$ cat config.mk
export PLATFORM = sky130hd
export DESIGN_NAME = sae_top
export DESIGN_NICKNAME = d
export VERILOG_FILES = /design/src/design/sae_pkg.sv /design/src/design/sae_page_mem.sv /design/src/design/sae_top.sv
export VERILOG_INCLUDE_DIRS = /design/src /design/src/design
export SDC_FILE = /design/constraint.sdc
export NUM_CORES = 1
export LEC_CHECK = 0
export BUFFER_PORTS_ARGS = -buffer_cell sky130_fd_sc_hd__buf_4
export CAP_MARGIN = 40
export CORE_MARGIN = 2
export CORE_UTILIZATION = 55
export CTS_CLUSTER_DIAMETER = 80
export DETAILED_ROUTE_END_ITERATION = 10
export PLACE_DENSITY = 0.78
export SLEW_MARGIN = 25
export SYNTH_ARGS = -nofsm -noshare
export SYNTH_HDL_FRONTEND = slang
export SYNTH_HIERARCHICAL = 1
export SYNTH_SLANG_ARGS = --single-unit
$ cat constraint.sdc
create_clock -name clk_i -period 5.9 [get_ports clk_i]
set_clock_uncertainty 0.15 [all_clocks]
set_input_delay 0.59 -clock clk_i [delete_from_list [all_inputs] [get_ports clk_i]]
set_output_delay 0.59 -clock clk_i [all_outputs]
set_load 0.005 [all_outputs]
$ cat src/design/sae_defines.svh
`ifndef SAE_DEFINES_SVH
`define SAE_DEFINES_SVH

// Register page that holds the translation registers (page 21)
`define SAE_MMU_PAGE        8'h15

// Register offsets within the register file
`define SAE_OFS_PAGE0       8'hf0
`define SAE_OFS_PAGE_REMAP0 8'he0
`define SAE_OFS_CSR         8'hf4
`define SAE_OFS_MODE        8'hf6
`define SAE_OFS_ISR         8'hf8
`define SAE_OFS_DMA_SEG     8'hf9

// Field positions in ext_mode_reg_2
`define SAE_MODE_REMAP_BIT  5
`define SAE_MODE_SAVE_BIT   6

// Reset values
`define SAE_CSR_RESET       6'h00
`define SAE_MODE_RESET      1'b0

// Widths
`define SAE_SEG_W           6
`define SAE_PAGE_W          8
`define SAE_VA_W            16
`define SAE_PA_W            22
`define SAE_PAGE_OFS_W      14
`define SAE_REG_W           8
`define SAE_DEPTH_W         4

`endif

$ cat src/design/sae_pkg.sv
package sae_pkg;

  // Kind of memory access presented for translation
  typedef enum logic [2:0] {
    ACC_FETCH,
    ACC_VECTOR,
    ACC_DATA,
    ACC_PROG_DATA,
    ACC_DMA
  } sae_acc_type;

  // Register selected by a register-file access
  typedef enum logic [2:0] {
    SEL_NONE,
    SEL_PAGE,
    SEL_CSR,
    SEL_MODE,
    SEL_ISR,
    SEL_DMA_SEG
  } sae_sel_type;

endpackage : sae_pkg

$ cat src/design/sae_page_mem.sv
`timescale 1ns/1ps
`include "sae_defines.svh"

module sae_page_mem (
  // Clock and control
  input  wire logic                     clk_i,
  input  wire logic                     sys_rst_i,
  input  wire logic                     ce_i,
  // Write port
  input  wire logic                     wr_en_i,
  input  wire logic [1:0]               wr_idx_i,
  input  wire logic [`SAE_PAGE_W-1:0]   wr_data_i,
  // Read port A (translation)
  input  wire logic [1:0]               rd_a_idx_i,
  output logic      [`SAE_PAGE_W-1:0]   rd_a_data_o,
  // Read port B (register reads)
  input  wire logic [1:0]               rd_b_idx_i,
  output logic      [`SAE_PAGE_W-1:0]   rd_b_data_o
);

  logic [`SAE_PAGE_W-1:0] mem_q [4];
  logic [`SAE_PAGE_W-1:0] mem_d [4];
  logic [`SAE_PAGE_W-1:0] rd_a_d;
  logic [`SAE_PAGE_W-1:0] rd_b_d;

  // Page words have no reset: contents stay unknown until software loads them
  for (genvar i = 0; i < 4; i++) begin : g_entry
    assign mem_d[i] = (ce_i && wr_en_i && wr_idx_i == 2'(i)) ? wr_data_i : mem_q[i];
    always_ff @(posedge clk_i) begin
      mem_q[i] <= mem_d[i];
    end
  end

  always_comb begin
    rd_a_d = ce_i ? mem_q[rd_a_idx_i] : rd_a_data_o;
    rd_b_d = ce_i ? mem_q[rd_b_idx_i] : rd_b_data_o;
  end

  always_ff @(posedge clk_i) begin
    if (sys_rst_i) begin
      rd_a_data_o <= '0;
      rd_b_data_o <= '0;
    end else begin
      rd_a_data_o <= rd_a_d;
      rd_b_data_o <= rd_b_d;
    end
  end

endmodule : sae_page_mem

$ cat src/design/sae_top.sv
`timescale 1ns/1ps
`include "sae_defines.svh"

module sae_top (
  // Clock, reset, enable
  input  wire logic                       clk_i,
  input  wire logic                       sys_rst_i,
  input  wire logic                       ce_i,
  // Register file access
  input  wire logic                       reg_wr_i,
  input  wire logic                       reg_rd_i,
  input  wire logic [7:0]                 reg_addr_i,
  input  wire logic [7:0]                 reg_page_i,
  input  wire logic [`SAE_REG_W-1:0]      reg_wdata_i,
  output logic      [`SAE_REG_W-1:0]      reg_rdata_o,
  output logic                            reg_rvalid_o,
  // Mode state
  output logic                            page_reg_remap_o,
  output logic                            code_seg_save_enable_o,
  output logic                            service_active_o,
  // Core control-flow events
  input  wire logic                       irq_entry_i,
  input  wire logic                       iret_i,
  input  wire logic                       far_load_i,
  input  wire logic [`SAE_SEG_W-1:0]      far_seg_i,
  input  wire logic                       csr_restore_i,
  input  wire logic [`SAE_SEG_W-1:0]      csr_restore_data_i,
  output logic                            csr_push_o,
  output logic      [`SAE_SEG_W-1:0]      csr_push_data_o,
  // Address translation
  input  wire logic                       acc_valid_i,
  input  wire sae_pkg::sae_acc_type       acc_kind_i,
  input  wire logic [`SAE_VA_W-1:0]       vaddr_i,
  input  wire logic                       dma_segment_select_i,
  output logic      [`SAE_PA_W-1:0]       paddr_o,
  output logic                            paddr_valid_o
);

  // Register decode, shared by the write and the read path
  function automatic sae_pkg::sae_sel_type reg_decode(
    input logic [7:0] addr,
    input logic [7:0] page,
    input logic       remap
  );
    sae_pkg::sae_sel_type sel;
    sel = sae_pkg::SEL_NONE;
    if (remap && addr[7:2] == 6'(`SAE_OFS_PAGE_REMAP0 >> 2)) begin
      sel = sae_pkg::SEL_PAGE;
    end else if (page == `SAE_MMU_PAGE) begin
      if (!remap && addr[7:2] == 6'(`SAE_OFS_PAGE0 >> 2)) begin
        sel = sae_pkg::SEL_PAGE;
      end else if (addr == `SAE_OFS_CSR) begin
        sel = sae_pkg::SEL_CSR;
      end else if (addr == `SAE_OFS_MODE) begin
        sel = sae_pkg::SEL_MODE;
      end else if (addr == `SAE_OFS_ISR) begin
        sel = sae_pkg::SEL_ISR;
      end else if (addr == `SAE_OFS_DMA_SEG) begin
        sel = sae_pkg::SEL_DMA_SEG;
      end
    end
    return sel;
  endfunction : reg_decode

  // Segment and mode registers
  logic [`SAE_SEG_W-1:0]   csr_q;
  logic [`SAE_SEG_W-1:0]   csr_d;
  logic [`SAE_SEG_W-1:0]   isr_q;
  logic [`SAE_SEG_W-1:0]   isr_d;
  logic [`SAE_SEG_W-1:0]   dma_seg_q;
  logic [`SAE_SEG_W-1:0]   dma_seg_d;
  logic                    remap_q;
  logic                    remap_d;
  logic                    save_en_q;
  logic                    save_en_d;
  logic [`SAE_DEPTH_W-1:0] depth_q;
  logic [`SAE_DEPTH_W-1:0] depth_d;
  logic                    push_q;
  logic                    push_d;
  logic [`SAE_SEG_W-1:0]   push_data_q;
  logic [`SAE_SEG_W-1:0]   push_data_d;
  logic                    active_q;
  logic                    active_d;

  sae_pkg::sae_sel_type    sel;
  logic                    wr_hit;
  logic                    compat_service;

  assign sel            = reg_decode(reg_addr_i, reg_page_i, remap_q);
  assign wr_hit         = reg_wr_i && sel != sae_pkg::SEL_NONE;
  // Interrupt segment stands in for the code segment while a compatible-mode service runs
  assign compat_service = depth_q != '0 && !save_en_q;

  always_comb begin
    csr_d       = csr_q;
    isr_d       = isr_q;
    dma_seg_d   = dma_seg_q;
    remap_d     = remap_q;
    save_en_d   = save_en_q;
    depth_d     = depth_q;
    push_d      = 1'b0;
    push_data_d = push_data_q;
    if (wr_hit) begin
      case (sel)
        sae_pkg::SEL_CSR: begin
          csr_d = reg_wdata_i[`SAE_SEG_W-1:0];
        end
        sae_pkg::SEL_MODE: begin
          remap_d   = reg_wdata_i[`SAE_MODE_REMAP_BIT];
          save_en_d = reg_wdata_i[`SAE_MODE_SAVE_BIT];
        end
        sae_pkg::SEL_ISR: begin
          isr_d = reg_wdata_i[`SAE_SEG_W-1:0];
        end
        sae_pkg::SEL_DMA_SEG: begin
          dma_seg_d = reg_wdata_i[`SAE_SEG_W-1:0];
        end
        default: begin
        end
      endcase
    end
    // Restore from the stack only matters when the frame carries a segment
    if (csr_restore_i && save_en_q) begin
      csr_d = csr_restore_data_i;
    end
    if (far_load_i) begin
      csr_d = far_seg_i;
    end
    if (iret_i && depth_q != '0) begin
      depth_d = depth_q - `SAE_DEPTH_W'(1);
    end
    if (irq_entry_i) begin
      if (depth_q != '1) begin
        depth_d = depth_q + `SAE_DEPTH_W'(1);
      end
      if (save_en_q) begin
        push_d      = 1'b1;
        push_data_d = csr_q;
        csr_d       = isr_q;
      end
      // Compatible mode: frame is counter and flags only, no push request
    end
    active_d = depth_d != '0;
  end

  always_ff @(posedge clk_i) begin
    if (sys_rst_i) begin
      csr_q       <= `SAE_CSR_RESET;
      remap_q     <= `SAE_MODE_RESET;
      save_en_q   <= `SAE_MODE_RESET;
      depth_q     <= '0;
      push_q      <= 1'b0;
      push_data_q <= '0;
      active_q    <= 1'b0;
    end else if (ce_i) begin
      csr_q       <= csr_d;
      remap_q     <= remap_d;
      save_en_q   <= save_en_d;
      depth_q     <= depth_d;
      push_q      <= push_d;
      push_data_q <= push_data_d;
      active_q    <= active_d;
    end
  end

  // Interrupt and DMA segments carry no reset on purpose
  always_ff @(posedge clk_i) begin
    if (ce_i) begin
      isr_q   <= isr_d;
      dma_seg_q <= dma_seg_d;
    end
  end

  // Data page registers
  logic [`SAE_PAGE_W-1:0] page_rd_a;
  logic [`SAE_PAGE_W-1:0] page_rd_b;

  sae_page_mem u_page_mem (
    .clk_i       (clk_i),
    .sys_rst_i   (sys_rst_i),
    .ce_i        (ce_i),
    .wr_en_i     (wr_hit && sel == sae_pkg::SEL_PAGE),
    .wr_idx_i    (reg_addr_i[1:0]),
    .wr_data_i   (reg_wdata_i),
    .rd_a_idx_i  (vaddr_i[`SAE_VA_W-1:`SAE_VA_W-2]),
    .rd_a_data_o (page_rd_a),
    .rd_b_idx_i  (reg_addr_i[1:0]),
    .rd_b_data_o (page_rd_b)
  );

  // Register read: two-cycle answer so page words come out of the memory register
  logic                    rd1_q;
  logic                    rd1_d;
  sae_pkg::sae_sel_type    rd1_sel_q;
  sae_pkg::sae_sel_type    rd1_sel_d;
  logic [`SAE_REG_W-1:0]   rd1_val_q;
  logic [`SAE_REG_W-1:0]   rd1_val_d;
  logic [`SAE_REG_W-1:0]   rdata_d;
  logic                    rvalid_d;

  always_comb begin
    rd1_d     = reg_rd_i && sel != sae_pkg::SEL_NONE;
    rd1_sel_d = sel;
    rd1_val_d = '0;
    case (sel)
      sae_pkg::SEL_CSR: begin
        rd1_val_d = {2'b00, csr_q};
      end
      sae_pkg::SEL_MODE: begin
        rd1_val_d[`SAE_MODE_REMAP_BIT] = remap_q;
        rd1_val_d[`SAE_MODE_SAVE_BIT]  = save_en_q;
      end
      sae_pkg::SEL_ISR: begin
        rd1_val_d = {2'b00, isr_q};
      end
      sae_pkg::SEL_DMA_SEG: begin
        rd1_val_d = {2'b00, dma_seg_q};
      end
      default: begin
        rd1_val_d = '0;
      end
    endcase
    rvalid_d = rd1_q;
    rdata_d  = reg_rdata_o;
    if (rd1_q) begin
      rdata_d = (rd1_sel_q == sae_pkg::SEL_PAGE) ? page_rd_b : rd1_val_q;
    end
  end

  always_ff @(posedge clk_i) begin
    if (sys_rst_i) begin
      rd1_q        <= 1'b0;
      rd1_sel_q    <= sae_pkg::SEL_NONE;
      rd1_val_q    <= '0;
      reg_rdata_o  <= '0;
      reg_rvalid_o <= 1'b0;
    end else if (ce_i) begin
      rd1_q        <= rd1_d;
      rd1_sel_q    <= rd1_sel_d;
      rd1_val_q    <= rd1_val_d;
      reg_rdata_o  <= rdata_d;
      reg_rvalid_o <= rvalid_d;
    end
  end

  // Address translation, two stages
  logic                    s1_valid_q;
  logic                    s1_valid_d;
  logic                    s1_paged_q;
  logic                    s1_paged_d;
  logic [`SAE_SEG_W-1:0]   s1_seg_q;
  logic [`SAE_SEG_W-1:0]   s1_seg_d;
  logic [`SAE_VA_W-1:0]    s1_va_q;
  logic [`SAE_VA_W-1:0]    s1_va_d;
  logic [`SAE_PA_W-1:0]    paddr_d;

  always_comb begin
    s1_valid_d = acc_valid_i;
    s1_va_d    = vaddr_i;
    s1_paged_d = 1'b0;
    s1_seg_d   = csr_q;
    case (acc_kind_i)
      sae_pkg::ACC_FETCH, sae_pkg::ACC_PROG_DATA: begin
        s1_seg_d = compat_service ? isr_q : csr_q;
      end
      sae_pkg::ACC_VECTOR: begin
        s1_seg_d = isr_q;
      end
      sae_pkg::ACC_DMA: begin
        s1_seg_d = dma_segment_select_i ? dma_seg_q : isr_q;
      end
      sae_pkg::ACC_DATA: begin
        // Paging ignores service state and save mode
        s1_paged_d = 1'b1;
      end
      default: begin
        s1_seg_d = csr_q;
      end
    endcase
    paddr_d = s1_paged_q ? {page_rd_a, s1_va_q[`SAE_PAGE_OFS_W-1:0]}
                         : {s1_seg_q, s1_va_q};
  end

  always_ff @(posedge clk_i) begin
    if (sys_rst_i) begin
      s1_valid_q    <= 1'b0;
      s1_paged_q    <= 1'b0;
      s1_seg_q      <= '0;
      s1_va_q       <= '0;
      paddr_o       <= '0;
      paddr_valid_o <= 1'b0;
    end else if (ce_i) begin
      s1_valid_q    <= s1_valid_d;
      s1_paged_q    <= s1_paged_d;
      s1_seg_q      <= s1_seg_d;
      s1_va_q       <= s1_va_d;
      paddr_o       <= s1_valid_q ? paddr_d : paddr_o;
      paddr_valid_o <= s1_valid_q;
    end
  end

  // Mode and stacking outputs, all registered
  always_comb begin
    page_reg_remap_o       = remap_q;
    code_seg_save_enable_o = save_en_q;
    service_active_o       = active_q;
    csr_push_o             = push_q;
    csr_push_data_o        = push_data_q;
  end

endmodule : sae_top

==> impl_metrics.env <==
export IMPL_firstDrtPassIters=5
export IMPL_grt_max_degree=83
export IMPL_num_nets_final=794
export IMPL_track_usage_pct=27.0
export IMPL_num_vias=5400
export IMPL_ys_flop_type="dfxtp_1"
export IMPL_drc=0
export IMPL_syn_num_nets=702
export IMPL_start_kind="primary input"
export IMPL_port_buffers=107
export IMPL_synth_area_per_cell_um2=10.3
export IMPL_ant_nets=0
export IMPL_final_max_slew_viol_count=0
export IMPL_dieArea_um2=12700
export IMPL_synth_edf_count=44
export IMPL_gp_congestion=0.885
export IMPL_drtIter0Drc=523
export IMPL_worstPathRequired_ns=5.80
export IMPL_fill_cells=818
export IMPL_cts_hold_buf=0
export IMPL_synthCells=634
export IMPL_grt_pass1_wl_mm=26.7
export IMPL_yosysUniqueCellTypes=52
export IMPL_worst_r2r_cell_count=6
export IMPL_grt_pass1_vias=5047
export IMPL_drt_total_wl_mm=16.9
export IMPL_clk_path_buf_depth=2
export IMPL_worstMarginPinSlew_ns=0.729
export IMPL_antenna_found_initial=0
export IMPL_period_share_pct=49.9
export IMPL_final_common_cell="buf_4"
export IMPL_crit_fanout=10
export IMPL_synth_area_um2=6500
export IMPL_htreeDepth=4
export IMPL_worstHoldPathCells=3
export IMPL_post_cts_buffers=0
export IMPL_crit_chain="buf_4 > nor4bb_1 > a31oi_1 > a211oi_4 > and3_1 > nand3_1 > nor2_1"
export IMPL_cp_end_kind="flop"
export IMPL_die_w_um=113
export IMPL_final_cell_mix="buf_4, dfxtp_1, mux2i_1, nor2_1, nand2_1"
export IMPL_tns_ns=0
export IMPL_cts_tree="done"
export IMPL_cts_sinks=147
export IMPL_yosysSeqAreaShare_pct=52.1
export IMPL_hpwl_mm=11.6
export IMPL_start_util_pct=56.7
export IMPL_finalSetupViolCount=0
export IMPL_grt_overflow_total=0
export IMPL_root_buffer="clkbuf_16"
export IMPL_area_growth_syn_to_layout_pct=23.9
export IMPL_power_density_nw_per_um2=301
export IMPL_crit_arrival_ns=2.85
export IMPL_slowest_delay_ns=0.58
export IMPL_path_class="in -> reg"
export IMPL_maxCapViolCount=0
export IMPL_cts_resized=0
export IMPL_rsz0062_at_grt="no"
export IMPL_path_clk_slew_ns=0.06
export IMPL_clock_latency_ns=0.42
export IMPL_cts_buffers=17
export IMPL_relSlewSlack_pct=51.2
export IMPL_core_area_um2=11500
export IMPL_ys_seq_elements=147
export IMPL_slowest_stage="nor2_1"
export IMPL_finalPower_w=0.00242
export IMPL_hold_viol_final=0
export IMPL_num_rows=39
export IMPL_holdCritPathClass="in -> reg"
export IMPL_ir_drop_v=0.000257
export IMPL_leakagePower_nw=3.02
export IMPL_min_period_ns=2.95
export IMPL_ys_warn_count=6
export IMPL_viasPerCell=6.12
export IMPL_die_h_um=113
export IMPL_diodes=0
export IMPL_status="finished, final reports clean"
export IMPL_fmax_ghz=0.339
export IMPL_drive_gt1_share_pct=21.9
export IMPL_wl_per_cell_um=19.2
export IMPL_async_flop_share_pct=0
export IMPL_ioPinCount=108
==> synth_stat cells, types with 11 or more instances <==
cell type / count / area, µm²
nand2_1: 61 / 229
nor2_1: 68 / 255
nor3_1: 12 / 60.1
a21oi_1: 44 / 220
a211oi_1: 21 / 158
o221ai_1: 22 / 193
or3b_1: 11 / 96.3
edfxtp_1: 44 / 1320
nand3_1: 18 / 90.1
clkbuf_1: 24 / 90.1
mux2i_1: 75 / 751
o22ai_1: 12 / 75.1
dfxtp_1: 103 / 2060
==> registers in the layout (all words and copies together), names as in the netlist, 3 cells and up <==
register,flops
dma_seg_q,6
csr_q,6
s1_va_q,16
rd1_val_q,7
isr_q,6
u_page_mem/mem_q,32
reg_rdata_o,8
rd1_sel_q,3
paddr_o,22
u_page_mem/rd_b_data_o,8
u_page_mem/rd_a_data_o,8
depth_q,4
s1_seg_q,6
csr_push_data_o,6
==> worst max-delay path, delay by kind of cell <==
family / cells / cell delay, ns
and+or+nand+nor: 4 / 1.31
buffers and inverters: 1 / 0.10
AOI/OAI and AO/OA: 2 / 0.83
==> cell type report <==
type / count / area (µm²) / share of cell area, %
Inverter: 6 / 22.5 / 0.280
Multi-Input combinational cell: 438 / 2900 / 36.0
Clock buffer: 22 / 495 / 6.16
Timing Repair Buffer: 116 / 927 / 11.5
Sequential cell: 147 / 3380 / 42.0
Clock inverter: 10 / 146 / 1.82
Tap cell: 143 / 179 / 2.22
==> metrics by stage <==
step | hold slack, ns | cells | cell area [µm²] | utilization [%] | worst slack [ns]
finish | 0.256 | 882 | 8050 | 70.2 | 2.95
global route | 0.241 | 882 | 8050 | 70.2 | 2.74
CTS | 0.244 | 879 | 8010 | 69.9 | 2.78
detailed placement | 0.295 | 847 | 7370 | 64.3 | 2.34
global placement | 0.287 | 843 | 7300 | 63.6 | 2.51
floorplan | 0.281 | 634 | 6500 | - | 2.89
==> power by group <==
part,internal [W],total (W),switching [W]
Sequential,0.00107,0.00109,0.0000199
Combinational,0.0000921,0.000194,0.000102
Clock,0.000727,0.00114,0.000416
Total,0.00188,0.00242,0.000538
==> path summary, 6_finish.rpt <==
kind	startpoint	end	slack (ns)
worst min-delay path	reg_rd_i	rd1_q	0.26
worst max register to register	page_reg_remap_o	u_page_mem/mem_q[3][7]	2.97
worst max-delay path	reg_page_i[5]	u_page_mem/mem_q[3][7]	2.95
worst min register to register	s1_va_q[7]	paddr_o[7]	0.30
==> kinds of logic after synthesis <==
| logic type | Yosys count | synth area share, % |
|---|---|---|
| simple gates | 224 | 17.6 |
| mux | 81 | 12.6 |
| buf+inv | 49 | 3.39 |
| fa+ha+maj | 2 | 0.385 |
| compound gates | 129 | 13.7 |
| xor+xnor | 2 | 0.270 |
| flops | 147 | 52.1 |
==> metal layers <==
layer | vias up | track usage, % | routed length (µm)
met5 | - | 0 | 0
met4 | 0 | 9.27 | 306
met3 | 36 | 6.37 | 1320
met1 | 2556 | 37.2 | 7370
met2 | 275 | 42.3 | 7940
li1 | 2533 | - | -
Power figures use the tool's default switching activity.
